### src/common/supply_select_pkg.sv
package supply_select_pkg;
    // bus map, byte addresses of whole 32-bit words
    localparam logic [3:0] CTRL_OFFSET = 4'h0;
    localparam logic [3:0] STATUS_OFFSET = 4'h4;
    // control fields
    localparam int CTRL_SEQ_ENABLE_BIT = 0;
    localparam int CTRL_FAULT_CLEAR_BIT = 1;
    localparam logic CTRL_SEQ_ENABLE_RESET = 1'h0;
    // status fields
    localparam int STAT_POWER_GOOD_BIT = 0;
    localparam int STAT_CONV_ON_BIT = 1;
    localparam int STAT_PRIMARY_ON_BIT = 2;
    localparam int STAT_EXTERNAL_ON_BIT = 3;
    localparam int STAT_FAULT_BIT = 4;
    localparam int STAT_STATE_LSB = 8;
    localparam int STAT_STATE_W = 3;
    // timing
    localparam int unsigned CLK_PERIOD_NS = 10;
    localparam int unsigned RAIL_WAIT_NS = 15_360_000;
    localparam int unsigned RAIL_WAIT_CYCLES = RAIL_WAIT_NS / CLK_PERIOD_NS;
    localparam int CNT_W = 21;
    // pin inputs: 0 primary thr, 1 external thr, 2 host enable, 3 rail high
    localparam int PIN_W = 4;
    localparam int PIN_PRI = 0;
    localparam int PIN_EXT = 1;
    localparam int PIN_HOST = 2;
    localparam int PIN_RAIL = 3;
    localparam logic [31:0] DATA_ZERO = 32'h0000_0000;

    typedef enum logic [2:0] {
        ST_OFF,
        ST_RAMP,
        ST_SETTLE,
        ST_GOOD,
        ST_FAULT
    } seq_state_t;
endpackage : supply_select_pkg

### src/core/redundant_supply_select.sv
`timescale 1ns/1ps
// Notes on behaviour
// primary_path_select_n goes low only when converter_enable_n is low and primary threshold is high.
// external_path_select_n is built the same way from the external threshold and converter_enable_n.
// both path selects are evaluated independently; both may be low or both high together.
// converter_enable_n is low only while host enable is high and power_good_n is low.
// converter_enable_n leaves reset high and goes low only when the converter is to turn on.
// a 1 on primary_path_select_n turns the OR transistor off, a 0 turns it on.
// power_good_n asserts only after power-up completes, and feeds the converter enable logic.
// external_path_select_n equals inverted external threshold ORed with converter_enable_n.
// power_good_n goes low in the step after the 15.36 ms wait for the rail to reach full value.
// each of the three outputs is registered and follows its equation one clock after its inputs.
module redundant_supply_select #(
    parameter int unsigned RAIL_WAIT_CYCLES = supply_select_pkg::RAIL_WAIT_CYCLES
) (
    input wire logic ref_clk,
    input wire logic rst,
    // avalon-mm slave
    input wire logic [3:0] avs_address,
    input wire logic avs_read,
    input wire logic avs_write,
    input wire logic [31:0] avs_writedata,
    input wire logic [3:0] avs_byteenable,
    output logic [31:0] avs_readdata,
    output logic avs_waitrequest,
    // board pins
    input wire logic primary_current_above_threshold,
    input wire logic external_current_above_threshold,
    input wire logic host_converter_enable,
    input wire logic rail_12v_high,
    output logic primary_path_select_n,
    output logic external_path_select_n,
    output logic converter_enable_n,
    output logic power_good_n
);
    localparam logic [supply_select_pkg::CNT_W-1:0] WAIT_LAST =
        supply_select_pkg::CNT_W'(RAIL_WAIT_CYCLES - 1);
    localparam logic [supply_select_pkg::CNT_W-1:0] CNT_ZERO = '0;

    logic [supply_select_pkg::PIN_W-1:0] pins_s;
    logic pri_s;
    logic ext_s;
    logic host_s;
    logic rail_s;

    // every pin comes from another domain
    pin_sync #(
        .WIDTH(supply_select_pkg::PIN_W)
    ) u_pin_sync (
        .ref_clk(ref_clk),
        .rst(rst),
        .pin_in({rail_12v_high, host_converter_enable,
                 external_current_above_threshold, primary_current_above_threshold}),
        .pin_sync_out(pins_s)
    );
    assign pri_s = pins_s[supply_select_pkg::PIN_PRI];
    assign ext_s = pins_s[supply_select_pkg::PIN_EXT];
    assign host_s = pins_s[supply_select_pkg::PIN_HOST];
    assign rail_s = pins_s[supply_select_pkg::PIN_RAIL];

    // ---------------- bus slave and control register ----------------
    logic seq_enable_r;
    logic seq_enable_nxt;
    logic fault_clear_r;
    logic fault_clear_nxt;
    logic wait_r;
    logic wait_nxt;
    logic [31:0] rdata_r;
    logic [31:0] rdata_nxt;
    logic [31:0] status_word;
    logic req;
    logic done;
    supply_select_pkg::seq_state_t state_r;
    supply_select_pkg::seq_state_t state_nxt;
    logic [supply_select_pkg::CNT_W-1:0] cnt_r;
    logic [supply_select_pkg::CNT_W-1:0] cnt_nxt;
    logic pg_n_r;
    logic pg_n_nxt;
    logic conv_n_r;
    logic conv_n_nxt;
    logic pri_sel_n_r;
    logic pri_sel_n_nxt;
    logic ext_sel_n_r;
    logic ext_sel_n_nxt;

    assign req = avs_read | avs_write;
    // one wait cycle, then the answer edge
    assign done = req & ~wait_r;

    always_comb begin
        status_word = supply_select_pkg::DATA_ZERO;
        status_word[supply_select_pkg::STAT_POWER_GOOD_BIT] = ~pg_n_r;
        status_word[supply_select_pkg::STAT_CONV_ON_BIT] = ~conv_n_r;
        status_word[supply_select_pkg::STAT_PRIMARY_ON_BIT] = ~pri_sel_n_r;
        status_word[supply_select_pkg::STAT_EXTERNAL_ON_BIT] = ~ext_sel_n_r;
        status_word[supply_select_pkg::STAT_FAULT_BIT] =
            (state_r == supply_select_pkg::ST_FAULT);
        status_word[supply_select_pkg::STAT_STATE_LSB +: supply_select_pkg::STAT_STATE_W] =
            state_r;
    end

    // bus next state; unmapped reads give zero, unmapped writes drop
    always_comb begin
        wait_nxt = ~(req & wait_r);
        rdata_nxt = rdata_r;
        seq_enable_nxt = seq_enable_r;
        fault_clear_nxt = 1'b0;
        if (req && wait_r && avs_read) begin
            if (avs_address == supply_select_pkg::CTRL_OFFSET) begin
                rdata_nxt = supply_select_pkg::DATA_ZERO;
                rdata_nxt[supply_select_pkg::CTRL_SEQ_ENABLE_BIT] = seq_enable_r;
            end else if (avs_address == supply_select_pkg::STATUS_OFFSET) begin
                rdata_nxt = status_word;
            end else begin
                rdata_nxt = supply_select_pkg::DATA_ZERO;
            end
        end
        if (done && avs_write && avs_address == supply_select_pkg::CTRL_OFFSET
            && avs_byteenable[0]) begin
            seq_enable_nxt = avs_writedata[supply_select_pkg::CTRL_SEQ_ENABLE_BIT];
            fault_clear_nxt = avs_writedata[supply_select_pkg::CTRL_FAULT_CLEAR_BIT];
        end
    end

    always_ff @(posedge ref_clk) begin
        if (rst) begin
            wait_r <= 1'b1;
            rdata_r <= 32'h0000_0000;
            seq_enable_r <= supply_select_pkg::CTRL_SEQ_ENABLE_RESET;
            fault_clear_r <= 1'b0;
        end else begin
            wait_r <= wait_nxt;
            rdata_r <= rdata_nxt;
            seq_enable_r <= seq_enable_nxt;
            fault_clear_r <= fault_clear_nxt;
        end
    end

    assign avs_waitrequest = wait_r;
    assign avs_readdata = rdata_r;

    // ---------------- power-up sequencer ----------------
    // ramp wait times out to fault; settle wait then power good
    always_comb begin
        state_nxt = state_r;
        cnt_nxt = cnt_r;
        pg_n_nxt = 1'b1;
        case (state_r)
            supply_select_pkg::ST_OFF: begin
                cnt_nxt = CNT_ZERO;
                if (seq_enable_r) begin
                    state_nxt = supply_select_pkg::ST_RAMP;
                end
            end
            supply_select_pkg::ST_RAMP: begin
                cnt_nxt = cnt_r + 1'b1;
                if (rail_s) begin
                    state_nxt = supply_select_pkg::ST_SETTLE;
                    cnt_nxt = CNT_ZERO;
                end else if (cnt_r == WAIT_LAST) begin
                    state_nxt = supply_select_pkg::ST_FAULT;
                end
            end
            supply_select_pkg::ST_SETTLE: begin
                cnt_nxt = cnt_r + 1'b1;
                if (cnt_r == WAIT_LAST) begin
                    state_nxt = supply_select_pkg::ST_GOOD;
                    pg_n_nxt = 1'b0;
                end
            end
            supply_select_pkg::ST_GOOD: begin
                pg_n_nxt = 1'b0;
            end
            supply_select_pkg::ST_FAULT: begin
                // latched until software clears it
                if (fault_clear_r) begin
                    state_nxt = supply_select_pkg::ST_OFF;
                end
            end
            default: begin
                state_nxt = supply_select_pkg::ST_OFF;
            end
        endcase
        // dropping the enable always powers down, even from fault
        if (!seq_enable_r) begin
            state_nxt = supply_select_pkg::ST_OFF;
            pg_n_nxt = 1'b1;
        end
    end

    always_ff @(posedge ref_clk) begin
        if (rst) begin
            state_r <= supply_select_pkg::ST_OFF;
            cnt_r <= '0;
            pg_n_r <= 1'b1;
        end else begin
            state_r <= state_nxt;
            cnt_r <= cnt_nxt;
            pg_n_r <= pg_n_nxt;
        end
    end

    // ---------------- supervisory equations ----------------
    // free running, not tied to sequencer state
    always_comb begin
        conv_n_nxt = ~(host_s & ~pg_n_r);
        pri_sel_n_nxt = ~pri_s | conv_n_r;
        ext_sel_n_nxt = ~ext_s | conv_n_r;
    end

    // each output one register stage; conv_n_r gates both path selects, which do not gate each other
    always_ff @(posedge ref_clk) begin
        if (rst) begin
            conv_n_r <= 1'b1;
            pri_sel_n_r <= 1'b1;
            ext_sel_n_r <= 1'b1;
        end else begin
            conv_n_r <= conv_n_nxt;
            pri_sel_n_r <= pri_sel_n_nxt;
            ext_sel_n_r <= ext_sel_n_nxt;
        end
    end

    assign converter_enable_n = conv_n_r;
    assign primary_path_select_n = pri_sel_n_r;
    assign external_path_select_n = ext_sel_n_r;
    assign power_good_n = pg_n_r;

    // ---------------- assertions ----------------
    a_primary_connect: assert property (
        @(posedge ref_clk) disable iff (rst)
        (pri_s && !conv_n_r) |=> !primary_path_select_n)
        else $error("primary path not connected when due");
    a_primary_open: assert property (
        @(posedge ref_clk) disable iff (rst)
        (!pri_s || conv_n_r) |=> primary_path_select_n)
        else $error("primary path connected without cause");
    a_external_select: assert property (
        @(posedge ref_clk) disable iff (rst)
        (ext_s && !conv_n_r) |=> !external_path_select_n)
        else $error("external path not connected when due");
    a_external_open: assert property (
        @(posedge ref_clk) disable iff (rst)
        (!ext_s || conv_n_r) |=> external_path_select_n)
        else $error("external path connected without cause");
    a_both_selected: assert property (
        @(posedge ref_clk) disable iff (rst)
        (pri_s && ext_s && !conv_n_r) |=> (!primary_path_select_n && !external_path_select_n))
        else $error("path selects not independent");
    a_converter_enable: assert property (
        @(posedge ref_clk) disable iff (rst)
        ##1 (converter_enable_n == !($past(host_s) && !$past(power_good_n))))
        else $error("converter enable wrong");
    a_reset_inactive: assert property (
        @(posedge ref_clk) disable iff (rst)
        $fell(rst) |-> (converter_enable_n && power_good_n && primary_path_select_n))
        else $error("outputs not inactive after reset");
    a_good_after_wait: assert property (
        @(posedge ref_clk) disable iff (rst)
        $fell(power_good_n) |-> ($past(state_r) == supply_select_pkg::ST_SETTLE))
        else $error("power good without completed settle wait");
    a_settle_done: assert property (
        @(posedge ref_clk) disable iff (rst)
        (state_r == supply_select_pkg::ST_SETTLE && cnt_r == WAIT_LAST && seq_enable_r)
        |=> (!power_good_n && state_r == supply_select_pkg::ST_GOOD))
        else $error("power good late after settle wait");
    a_host_follow: assert property (
        @(posedge ref_clk) disable iff (rst)
        (!power_good_n && $rose(host_s)) ##1 !power_good_n |-> !converter_enable_n)
        else $error("converter enable not one clock behind host");
    a_bus_answer: assert property (
        @(posedge ref_clk) disable iff (rst)
        (req && avs_waitrequest) |=> !avs_waitrequest ##1 avs_waitrequest)
        else $error("bus answer not after one wait cycle");
endmodule : redundant_supply_select

### src/core/pin_sync.sv
`timescale 1ns/1ps
// two-flop synchroniser per pin; first stage feeds only the second
module pin_sync #(
    parameter int WIDTH = 1
) (
    input wire logic ref_clk,
    input wire logic rst,
    input wire logic [WIDTH-1:0] pin_in,
    output logic [WIDTH-1:0] pin_sync_out
);
    genvar i;
    generate
        for (i = 0; i < WIDTH; i++) begin : g_bit
            logic meta_r;
            logic stable_r;
            always_ff @(posedge ref_clk) begin
                if (rst) begin
                    meta_r <= 1'b0;
                    stable_r <= 1'b0;
                end else begin
                    meta_r <= pin_in[i];
                    stable_r <= meta_r;
                end
            end
            assign pin_sync_out[i] = stable_r;
        end
    endgenerate
endmodule : pin_sync

### config.mk
export PLATFORM = sky130hd
export DESIGN_NAME = redundant_supply_select
export DESIGN_NICKNAME = d
export VERILOG_FILES = /design/src/common/supply_select_pkg.sv /design/src/core/redundant_supply_select.sv /design/src/core/pin_sync.sv
export SDC_FILE = /design/constraint.sdc
export NUM_CORES = 1
export LEC_CHECK = 0
export ABC_AREA = 1
export BUFFER_PORTS_ARGS = -buffer_cell sky130_fd_sc_hd__buf_2
export CAP_MARGIN = 20
export CORE_MARGIN = 8
export CORE_UTILIZATION = 49
export DETAILED_ROUTE_END_ITERATION = 7
export PLACE_DENSITY_LB_ADDON = 0.12
export SLEW_MARGIN = 5
export SYNTH_ARGS = -nofsm -noshare
export SYNTH_HDL_FRONTEND = slang
export SYNTH_SLANG_ARGS = --single-unit
### constraint.sdc
create_clock -name ref_clk -period 2 [get_ports ref_clk]
set_input_delay 0.2 -clock ref_clk [delete_from_list [all_inputs] [get_ports ref_clk]]
set_output_delay 0.2 -clock ref_clk [all_outputs]
set_load 0.02 [all_outputs]
Word-level counts from Yosys, hierarchy flattened
Cells that the tools add are included.
{ "totals": {"output_inout_bits": 37, "regBits": 71, "word_cells": 68, "input_bits": 48} }
{ "op_classes": {"n_reduce_logical": 11, "n_addsub": 1, "eq_ne": 9, "bitwise": 18, "n_mux": 11} }
{ "ops": {"columns": ["op", "n"], "rows": [
  ["$pmux 21 s3", 1],
  ["$mux 11", 2],
  ["$add 21x1->21 const B", 1],
  ["$eq 21x21->1 const B", 1],
  ["$mux 21", 1],
  ["$pmux 3 s5", 1],
  ["$mux 3", 4],
  ["$not 1->1", 12],
  ["$eq 3x2->1 const B", 2],
  ["$logic_and 1x1->1", 5],
  ["$eq 4x3->1 const B", 1],
  ["$logic_not 4->1", 1],
  ["$ne 2x2->1 const B", 2],
  ["$reduce_and 4->1", 1],
  ["$reduce_or 2->1", 2],
  ["$and 1x1->1", 3],
  ["$eq 3x1->1 const B", 1],
  ["$eq 3x3->1 const B", 1],
  ["$logic_not 3->1", 1],
  ["$ne 3x2->1 const B", 1],
  ["$or 1x1->1", 3],
  ["$reduce_bool 3->1", 1],
  ["$pmux 1 s2", 1],
  ["$mux 1", 1]
]} }

Longest topological paths before layout
Gate-level depths: netlist of the first run.
{ "depth": {"depth_word": 7, "mapped_depth": 11, "mapped_depth_nobuf": 11} }

Hierarchy
Synthesis of the first run repeated with hierarchy kept, for this count alone.
{ "unflattened": {"hier_cells": 310, "area_unflattened_um2": 2403.6} }
{ "modules_own_cells": {"columns": ["mod", "area_per_inst_um2", "seq_area_each_um2", "cells_per_inst", "n_inst"], "rows": [
  ["redundant_supply_select", 2142.1, 780.7, 281, 1],
  ["pin_sync", 261.5, 160.2, 29, 1]
]} }

Least setup slack after synthesis of the first run
OpenSTA, ideal clock, no wires.
{ "synth_path": {"path_type": "register -> register", "from": "reg cnt_r[0] (netlist name)", "to": "reg cnt_r[16] (netlist name)", "path_buffers": 0, "required_time_ns": 1.882, "setup_ns": 0.118, "period_less_slack_ns": 1.378, "path_stages_with_launch": 9, "path_slack_ns": 0.622, "arrival_ns": 1.260, "path_cell_list": "dfxtp_1 -> ha_1 -> nand3_2 -> nor2_4 -> nand2_2 -> nor2_4 -> nand2_1 -> nor3_1 -> nor2_1"} }
{ "synth_via": {"elab_chain_len": 3} }
{ "synth_lines": {"columns": ["element", "line", "text"], "rows": [
  ["start: declaration", "redundant_supply_select.sv:75", "logic [supply_select_pkg::CNT_W-1:0] cnt_r;"],
  ["start signal: assignment", "redundant_supply_select.sv:198", "cnt_r <= cnt_nxt;"],
  ["$add 21x1->21 *", "redundant_supply_select.sv:156, redundant_supply_select.sv:165", null],
  ["$mux 21", "redundant_supply_select.sv:157", "if (rail_s) begin"],
  ["$pmux 21 s3 *", "redundant_supply_select.sv:148", "case (state_r)"]
]} }
Mark *: on every way between the ends. The rest lies on a longest branch, timed or not.
A chain may end at the register's enable or synchronous reset.

Worst setup path after layout of the first run
{ "layout_path": {"from": "reg cnt_r[0] (netlist name)", "to": "reg cnt_r[14] (netlist name)"} }
The elaborated chain is that of the path after synthesis.

==> summary.txt, run 1 <==
Run status
  • Outcome: finished clean

Yosys
  • Async SR Flop Fraction: 0%
  • Post-Syn Area per Cell: around 7.4 sq um
  • Synthesized area: between 2000 and 2500 sq um
  • Register area share after synthesis: roughly two fifths
  • Number of flops mapped to enable cells by yosys: 0
  • Yosys top cell by area: dfxtp_1
  • Synth area leaders: dfxtp_1 (42%), nand2_1 (8.2%), buf_4 (8.0%), inv_1 (6.7%), nor2_1 (6.7%)
  • Most instantiated library cell after synthesis: nand2_1
  • Mapped Cells: 304
  • Top cells by count, synth: nand2_1 (49), dfxtp_1 (47), inv_1 (40), nor2_1 (40), buf_4 (24)
  • Number of synthesis warnings: 0
  • Top cell type's share of synthesized area: 41.8%
  • Yosys reg bits: 47
  • Ys flop type: dfxtp_1
  • Distinct cell type count after synthesis: 34

Power
  • Combinational group share of total power: between 6 and 7%
  • Pwr Total: between 0.0015 and 0.002 W
  • Clock power share: 35.9%
  • Psw: ~0.00044 W
  • P_int: ~0.0012 W
  • Power density cells: between 600 and 700 nW/um^2
  • Reg power frac: a little under three fifths
  • Max VDD drop: ~470 uV
  • Switching share of total power: 26.1%
  • Leakage: approximately 1.0 nW

Clocking
  • Post-CTS Setup Repair Bufs: 0
  • Htree depth: 2
  • Clk Latency, worst-skew pair: roughly 0.3 ns
  • CTS tree: done
  • Number of buffers created by CTS: 5
  • Root buffer cell: clkbuf_8
  • Max clock buf depth: 2
  • Resize count post-CTS: 0
  • Hold buffer count at cts: 0
  • Clk sinks: 47
  • Clock Pin Slew Worst Setup and Hold Paths: approximately 0.1 ns

Floorplan
  • Top Ports: 85
  • Die extent in x: approximately 84 um
  • FP Rows: 24
  • Total die area: ~7000 sq um
  • Total core area: between 4000 and 5000 sq um
  • Die height: ~84 um
  • Initial Util: between 50% and 60%

GRT
  • Pin count of the biggest net entering global routing: 18
  • Gr usage total: 12.2%
  • Initial antenna violation count: 0
  • First-pass GRT wire length: 7430 um
  • Vias in the first global route: 1,790
  • Remaining Overflow, GRT: 0

Run
  • Max-cap viol count: 0

Critical path
  • Max stage delay on crit path: approximately 0.39 ns
  • Top cell by count, worst path: nor2_4
  • Kind of critical path: register to register
  • CP max-delay cell: dfxtp_1
  • CP Capture Type: register
  • Worst path arrival time: 1.72 ns
  • Crit-path max FO: 5
  • CP cell instances: ha_1 > nand3_2 > nor2_4 > nand2_2 > nor2_4 > nand2_1 > o21ai_0 > nor2_1
  • Crit path required time: 2.20 ns
  • Type of origin of the critical path: register

Detailed routing
  • DRT iter0 DRCs: 46
  • Wirelength, routed: about 4200 um
  • DR WL/cell: roughly 11 um
  • Via density: roughly 4.7
  • DRT Pass-1 Iters: 4
  • Via count: ~1,800
  • Antenna Nets Post-Route: 0
  • Post-route DRC violation count: 0

Cells and area
  • Area occupied by multi-input gates: about 1000 sq um
  • Register area: 941 sq um
  • Area Growth Syn to Fin: 8.33%
  • Final layout net count: approximately 380
  • Number of diodes: 0
  • Non-filler cells, final: between 300 and 400
  • Filler instances: ~460
  • Layout cell share with drive strength beyond 1: between 15 and 20%

Placed design
  • Placed insts: 379
  • RePlAce Congestion: a little under 0.8
  • DP Worst Slack: 0.486 ns
  • Port bufs: 27
  • Detailed Place HPWL: roughly 3300 um

STA
  • RSZ-0062 raised after global routing: false
  • Min Tclk post-route: ~1.5 ns
  • Fin. max-slew vios: 0
  • Setup Skew: 0.00594 ns
  • Fin Setup TNS: 0 ns
  • Fmax: ~660 MHz
  • Final worst path period share: roughly 76%
  • Final hold violations: 0
  • Final WS setup: about 0.48 ns
  • Final hold slack: 0.0928 ns
  • Final setup vio count: 0

Min path
  • Worst hold path type: primary input to register
==> per-stage QoR <==
stage	cell area (sq um)	utilization, %
floorplan	2340	-
global placement	2340	53.5
finish	2440	55.7
CTS	2440	55.7
global route	2440	55.7
detailed placement	2340	53.5
==> power by group through the flow <==
stage	Combinational (W)	Sequential (W)	Clock (W)
2_1_floorplan	0.000105	0.000993	0
3_3_place_gp	0.000112	0.000982	0
3_5_place_dp	0.000113	0.000982	0
4_1_cts	0.000113	0.000961	0.000629
5_1_grt	0.000127	0.000963	0.000664
6_report	0.000114	0.000961	0.000603
==> path summary, 6_finish.rpt <==
kind | to | depth (start not counted) | slack (ns) | from
setup / recovery | cnt_r[14] | 8 | 0.48 | cnt_r[0]
hold / removal | u_pin_sync.g_bit[2].meta_r | 3 | 0.09 | host_converter_enable
setup reg to reg | cnt_r[14] | 8 | 0.48 | cnt_r[0]
hold reg to reg | primary_path_select_n | 1 | 0.39 | u_pin_sync.g_bit[0].stable_r
==> layout by cell type, fill, tap and decap left out, types with 3 or more instances in the layout <==
master / instances
or2_2: 4
nand2_2: 4
nand3_2: 4
nand4_1: 5
inv_1: 40
o21ai_0: 10
nor3_1: 6
nand2_1: 49
buf_2: 27
nor2_4: 4
dfxtp_1: 47
conb_1: 24
nand3b_1: 3
o21ai_1: 6
clkbuf_8: 5
a21oi_1: 22
nand3_1: 12
nor2_1: 40
==> registers in the layout (all words and copies together) (netlist names), 3 cells and up <==
| signal | count |
|---|---|
| state_r | 3 |
| cnt_r | 21 |
| u_pin_sync.g_bit.meta_r | 4 |
| u_pin_sync.g_bit.stable_r | 4 |
| avs_readdata | 8 |
==> area by class of cell <==
type	count	share of cell area, %
clock buffers	5	2.82
repair buffers	28	5.84
inverters	42	6.46
clock inverters	3	1.13
multi-input cells	210	42.5
well taps	52	2.67
flip-flops and latches	47	38.5
==> worst max-delay path: cells and delay by family, from the launching register on <==
family | cells | cell delay (ns)
DFF | 1 | 0.39
and+or+nand+nor | 6 | 0.65
AOI/OAI and AO/OA | 1 | 0.15
adders and majority gates | 1 | 0.22
==> layer usage <==
metal	track usage (%)	wire length [um]
met1	13.6	1920
met2	21.6	1990
met3	4.00	225
met4	2.83	40
met5	0	0
==> logic make-up after synthesis <==
logic type	after synthesis	synth area share, %
AOI/OAI and AO/OA	45	11.3
xor gates and xnor gates	3	1.17
and+or+nand+nor	137	29.1
adders and majority gates	1	0.555
buffers and inverters	70	16.0
other	1	0.166
DFF	47	41.8
Note: power is estimated with default switching activity, not from simulation.
==> run 2: changes to the inputs <==
--- a/config.mk
+++ b/config.mk
@@ -5,11 +5,11 @@
 export SDC_FILE = /design/constraint.sdc
 export NUM_CORES = 1
 export LEC_CHECK = 0
-export ABC_AREA = 1
+export ABC_AREA = 0
 export BUFFER_PORTS_ARGS = -buffer_cell sky130_fd_sc_hd__buf_2
 export CAP_MARGIN = 20
 export CORE_MARGIN = 8
-export CORE_UTILIZATION = 49
+export CORE_UTILIZATION = 48
 export DETAILED_ROUTE_END_ITERATION = 7
 export PLACE_DENSITY_LB_ADDON = 0.12
 export SLEW_MARGIN = 5
==> constraint.sdc (replaced) <==
create_clock -name ref_clk -period 1.6 [get_ports ref_clk]
set_input_delay 0.16 -clock ref_clk [delete_from_list [all_inputs] [get_ports ref_clk]]
set_output_delay 0.16 -clock ref_clk [all_outputs]
set_load 0.02 [all_outputs]
==> summary.txt, run 2 <==
Floorplan
  • FP Rows: 24 (unchanged)
  • Die height: 82.0 um (-2.1%)
  • Die extent in x: 82.0 um (-2.1%)
  • Top Ports: 85 (unchanged)
  • Initial Util: 49.1% (-2.3 points)
  • Total core area: 4260 sq um (-2.7%)
  • Total die area: 6730 sq um (-4.2%)

Clocking
  • Clock Pin Slew Worst Setup and Hold Paths: 0.09 ns (about the same)
  • Htree depth: 2 (unchanged)
  • Max clock buf depth: 2 (unchanged)
  • Clk sinks: 47 (unchanged)
  • CTS tree: done
  • Root buffer cell: clkbuf_8
  • Clk Latency, worst-skew pair: 0.30 ns (about the same)
  • Number of buffers created by CTS: 5 (unchanged)

Min path
  • Worst hold path type: primary input to register

STA
  • Final worst path period share: 98.4% (+22 points)
  • Min Tclk post-route: 1.57 ns (+0.0528 ns)
  • Final WS setup: 0.0256 ns (-0.453 ns)
  • Setup Skew: 0.00422 ns (-0.00172 ns)
  • Fin. max-slew vios: 0 (unchanged)
  • Fmax: 635 MHz (-3.4%)
  • Final hold violations: 0 (unchanged)
  • Final hold slack: 0.0610 ns (-0.0318 ns)
  • Final setup vio count: 0 (unchanged)

Power
  • P_int: 0.00168 W (+35%)
  • Power density cells: 874 nW/um^2 (+27%)
  • Leakage: 0.994 nW (-4.6%)
  • Max VDD drop: 695 uV (+49%)
  • Combinational group share of total power: 4.8% (-2.0 points)
  • Reg power frac: 54.5% (-2.8 points)
  • Pwr Total: 0.00217 W (+30%)
  • Switching share of total power: 22.8% (-3.3 points)
  • Clock power share: 40.6% (+4.7 points)
  • Psw: 0.000496 W (+13%)

GRT
  • First-pass GRT wire length: 6550 um (-12%)
  • Gr usage total: 12.4% (+0.23 points)
  • Vias in the first global route: 1,490 (-17%)
  • Pin count of the biggest net entering global routing: 21 (+3)
  • Remaining Overflow, GRT: 0 (unchanged)
  • Initial antenna violation count: 0 (unchanged)

Yosys
  • Number of flops mapped to enable cells by yosys: 0 (unchanged)
  • Number of synthesis warnings: 0 (unchanged)
  • Post-Syn Area per Cell: 8.87 sq um (+20%)
  • Yosys reg bits: 47 (unchanged)
  • Top cell type's share of synthesized area: 44.9% (+3.2 points)
  • Yosys top cell by area: dfxtp_1
  • Most instantiated library cell after synthesis: dfxtp_1
  • Top cells by count, synth: dfxtp_1 (47), nor2_1 (36), buf_4 (24), nand2_1 (17), a21oi_1 (12)
  • Ys flop type: dfxtp_1
  • Distinct cell type count after synthesis: 36 (+5.9%)
  • Mapped Cells: 236 (-22%)
  • Register area share after synthesis: 44.9% (+3.2 points)
  • Synth area leaders: dfxtp_1 (45%), buf_4 (8.6%), nor2_1 (6.5%), xnor2_1 (4.2%), nand2_1 (3.0%)
  • Synthesized area: 2090 sq um (-7.1%)
  • Async SR Flop Fraction: 0% (unchanged)

Critical path
  • CP Capture Type: register
  • Crit-path max FO: 4 (-1)
  • Flop-to-flop setup slack: 0.03 ns (-0.45 ns)
  • Type of origin of the critical path: register
  • Kind of critical path: register to register
  • Worst path arrival time: 1.80 ns (+0.08 ns)
  • Crit path required time: 1.83 ns (-0.37 ns)

Run
  • Max-cap viol count: 0 (unchanged)

Detailed routing
  • Routed wl met3: 206 um (-8.4%)
  • Met1 WL: 1970 um (+2.6%)
  • Max layer used: met4
  • Post-route DRC violation count: 0 (unchanged)
  • Antenna Nets Post-Route: 0 (unchanged)
  • Wirelength, routed: 4230 um (+1.4%)
  • DR WL/cell: 12.7 um (+18%)
  • Via count: 1,605 (-12%)
  • Metal2 WL: 1990 um (unchanged)
  • Via density: 4.82 (+2.8%)
  • DRT iter0 DRCs: 70 (+52%)
  • DRT Pass-1 Iters: 4 (unchanged)

Placed design
  • DP Worst Slack: -0.0512 ns (-0.537 ns)
  • Detailed Place HPWL: 2990 um (-8.7%)
  • Port bufs: 27 (unchanged)
  • RePlAce Congestion: 0.761 (-1.5%)
  • Placed insts: 322 (-15%)

Cells and area
  • Most frequent cells in the layout: dfxtp_1 (45), nor2_1 (36), buf_2 (27)
  • Non-filler cells, final: 333 (-14%)
  • Final layout net count: 329 (-14%)
  • Leading cell type in the layout, fill and taps excluded: dfxtp_1
  • Number of diodes: 0 (unchanged)
  • Register bank with the most flops: cnt_r
  • Area Growth Syn to Fin: 18.8%
  • Layout cell share with drive strength beyond 1: 25.3% (+8.0 points)
  • Core Util, Final: 58.3% (+2.7 points)
  • Largest register FFs: 21 (unchanged)

Run status
  • Outcome: finished clean
-- run 2: cell types whose count changed after synthesis, sizes merged, moves of 7 or more --
cell / before / now
nand2: 53 / 17
o21ai: 17 / 6
nand3: 16 / 9
inv: 42 / 3
xnor2: 1 / 10
a21oi: 22 / 13
nor2: 46 / 36
nor2b: 0 / 9
-- run 2: metal layers --
layer	global-route usage (%)	vias to the layer above
li1	-	840
met1	15.3	725
met2	19.3	32
met3	3.94	8
met4	5.61	0
met5	0	-
-- run 2: what timing repair did --
item | in CTS | in global routing
hold buffers | 0 | 0
endpoints found under the setup margin | 5 | 9
pin swaps | 0 | 4
resized for setup | 2 | 13
setup buffers | 0 | 3
-- run 2: cells by family after synthesis --
| family | synth area share [%] |
|---|---|
| xor gates and xnor gates | 6.69 |
| DFF | 44.9 |
| adders and majority gates | 0.598 |
| and+or+nand+nor | 27.9 |
| muxes | 1.43 |
| AOI/OAI and AO/OA | 7.41 |
| buffers and inverters | 10.8 |
| other | 0.179 |
-- run 2: final timing paths --
path | depth (start not counted) | from | end
worst min-delay path | 2 | avs_write | avs_waitrequest
worst min register to register | 1 | u_pin_sync.g_bit[1].stable_r | external_path_select_n
worst max register to register | 6 | cnt_r[0] | state_r[0]
worst max-delay path | 6 | cnt_r[0] | state_r[0]
-- run 2: through the flow --
step / TNS [ns] / cell area (sq um)
after global routing: -0.0494 / 2490
final: 0 / 2490
after global placement: 0 / 2280
after CTS: -0.0538 / 2410
after detailed placement: -0.0651 / 2280
after floorplan: 0 / 2180
-- run 2: critical path, cell delays in order (launching register included) --
cell and delay, ns:
dfxtp_2 0.36, ha_2 0.18, and4_4 0.25, and2_4 0.15, nand4_1 0.11, a21oi_2 0.23, mux2i_1 0.22
-- run 2: layout make-up --
cell class	count	area (sq um)
flip-flops and latches	47	943
clock buffers	5	68.8
inverters	3	11.3
well taps	52	65.1
multi-input cells	177	1070
fillers	402	1780
repair buffers	46	278
clock inverters	3	47.5
-- run 2: power by group through the flow --
stage	clock network [W]	logic [W]	registers [W]
floorplan	0	0.000118	0.00121
global placement	0	0.000102	0.00121
detailed placement	0	0.000103	0.00121
CTS	0.000916	0.000103	0.00119
global route	0.000966	0.000115	0.00119
finish	0.000883	0.000105	0.00119
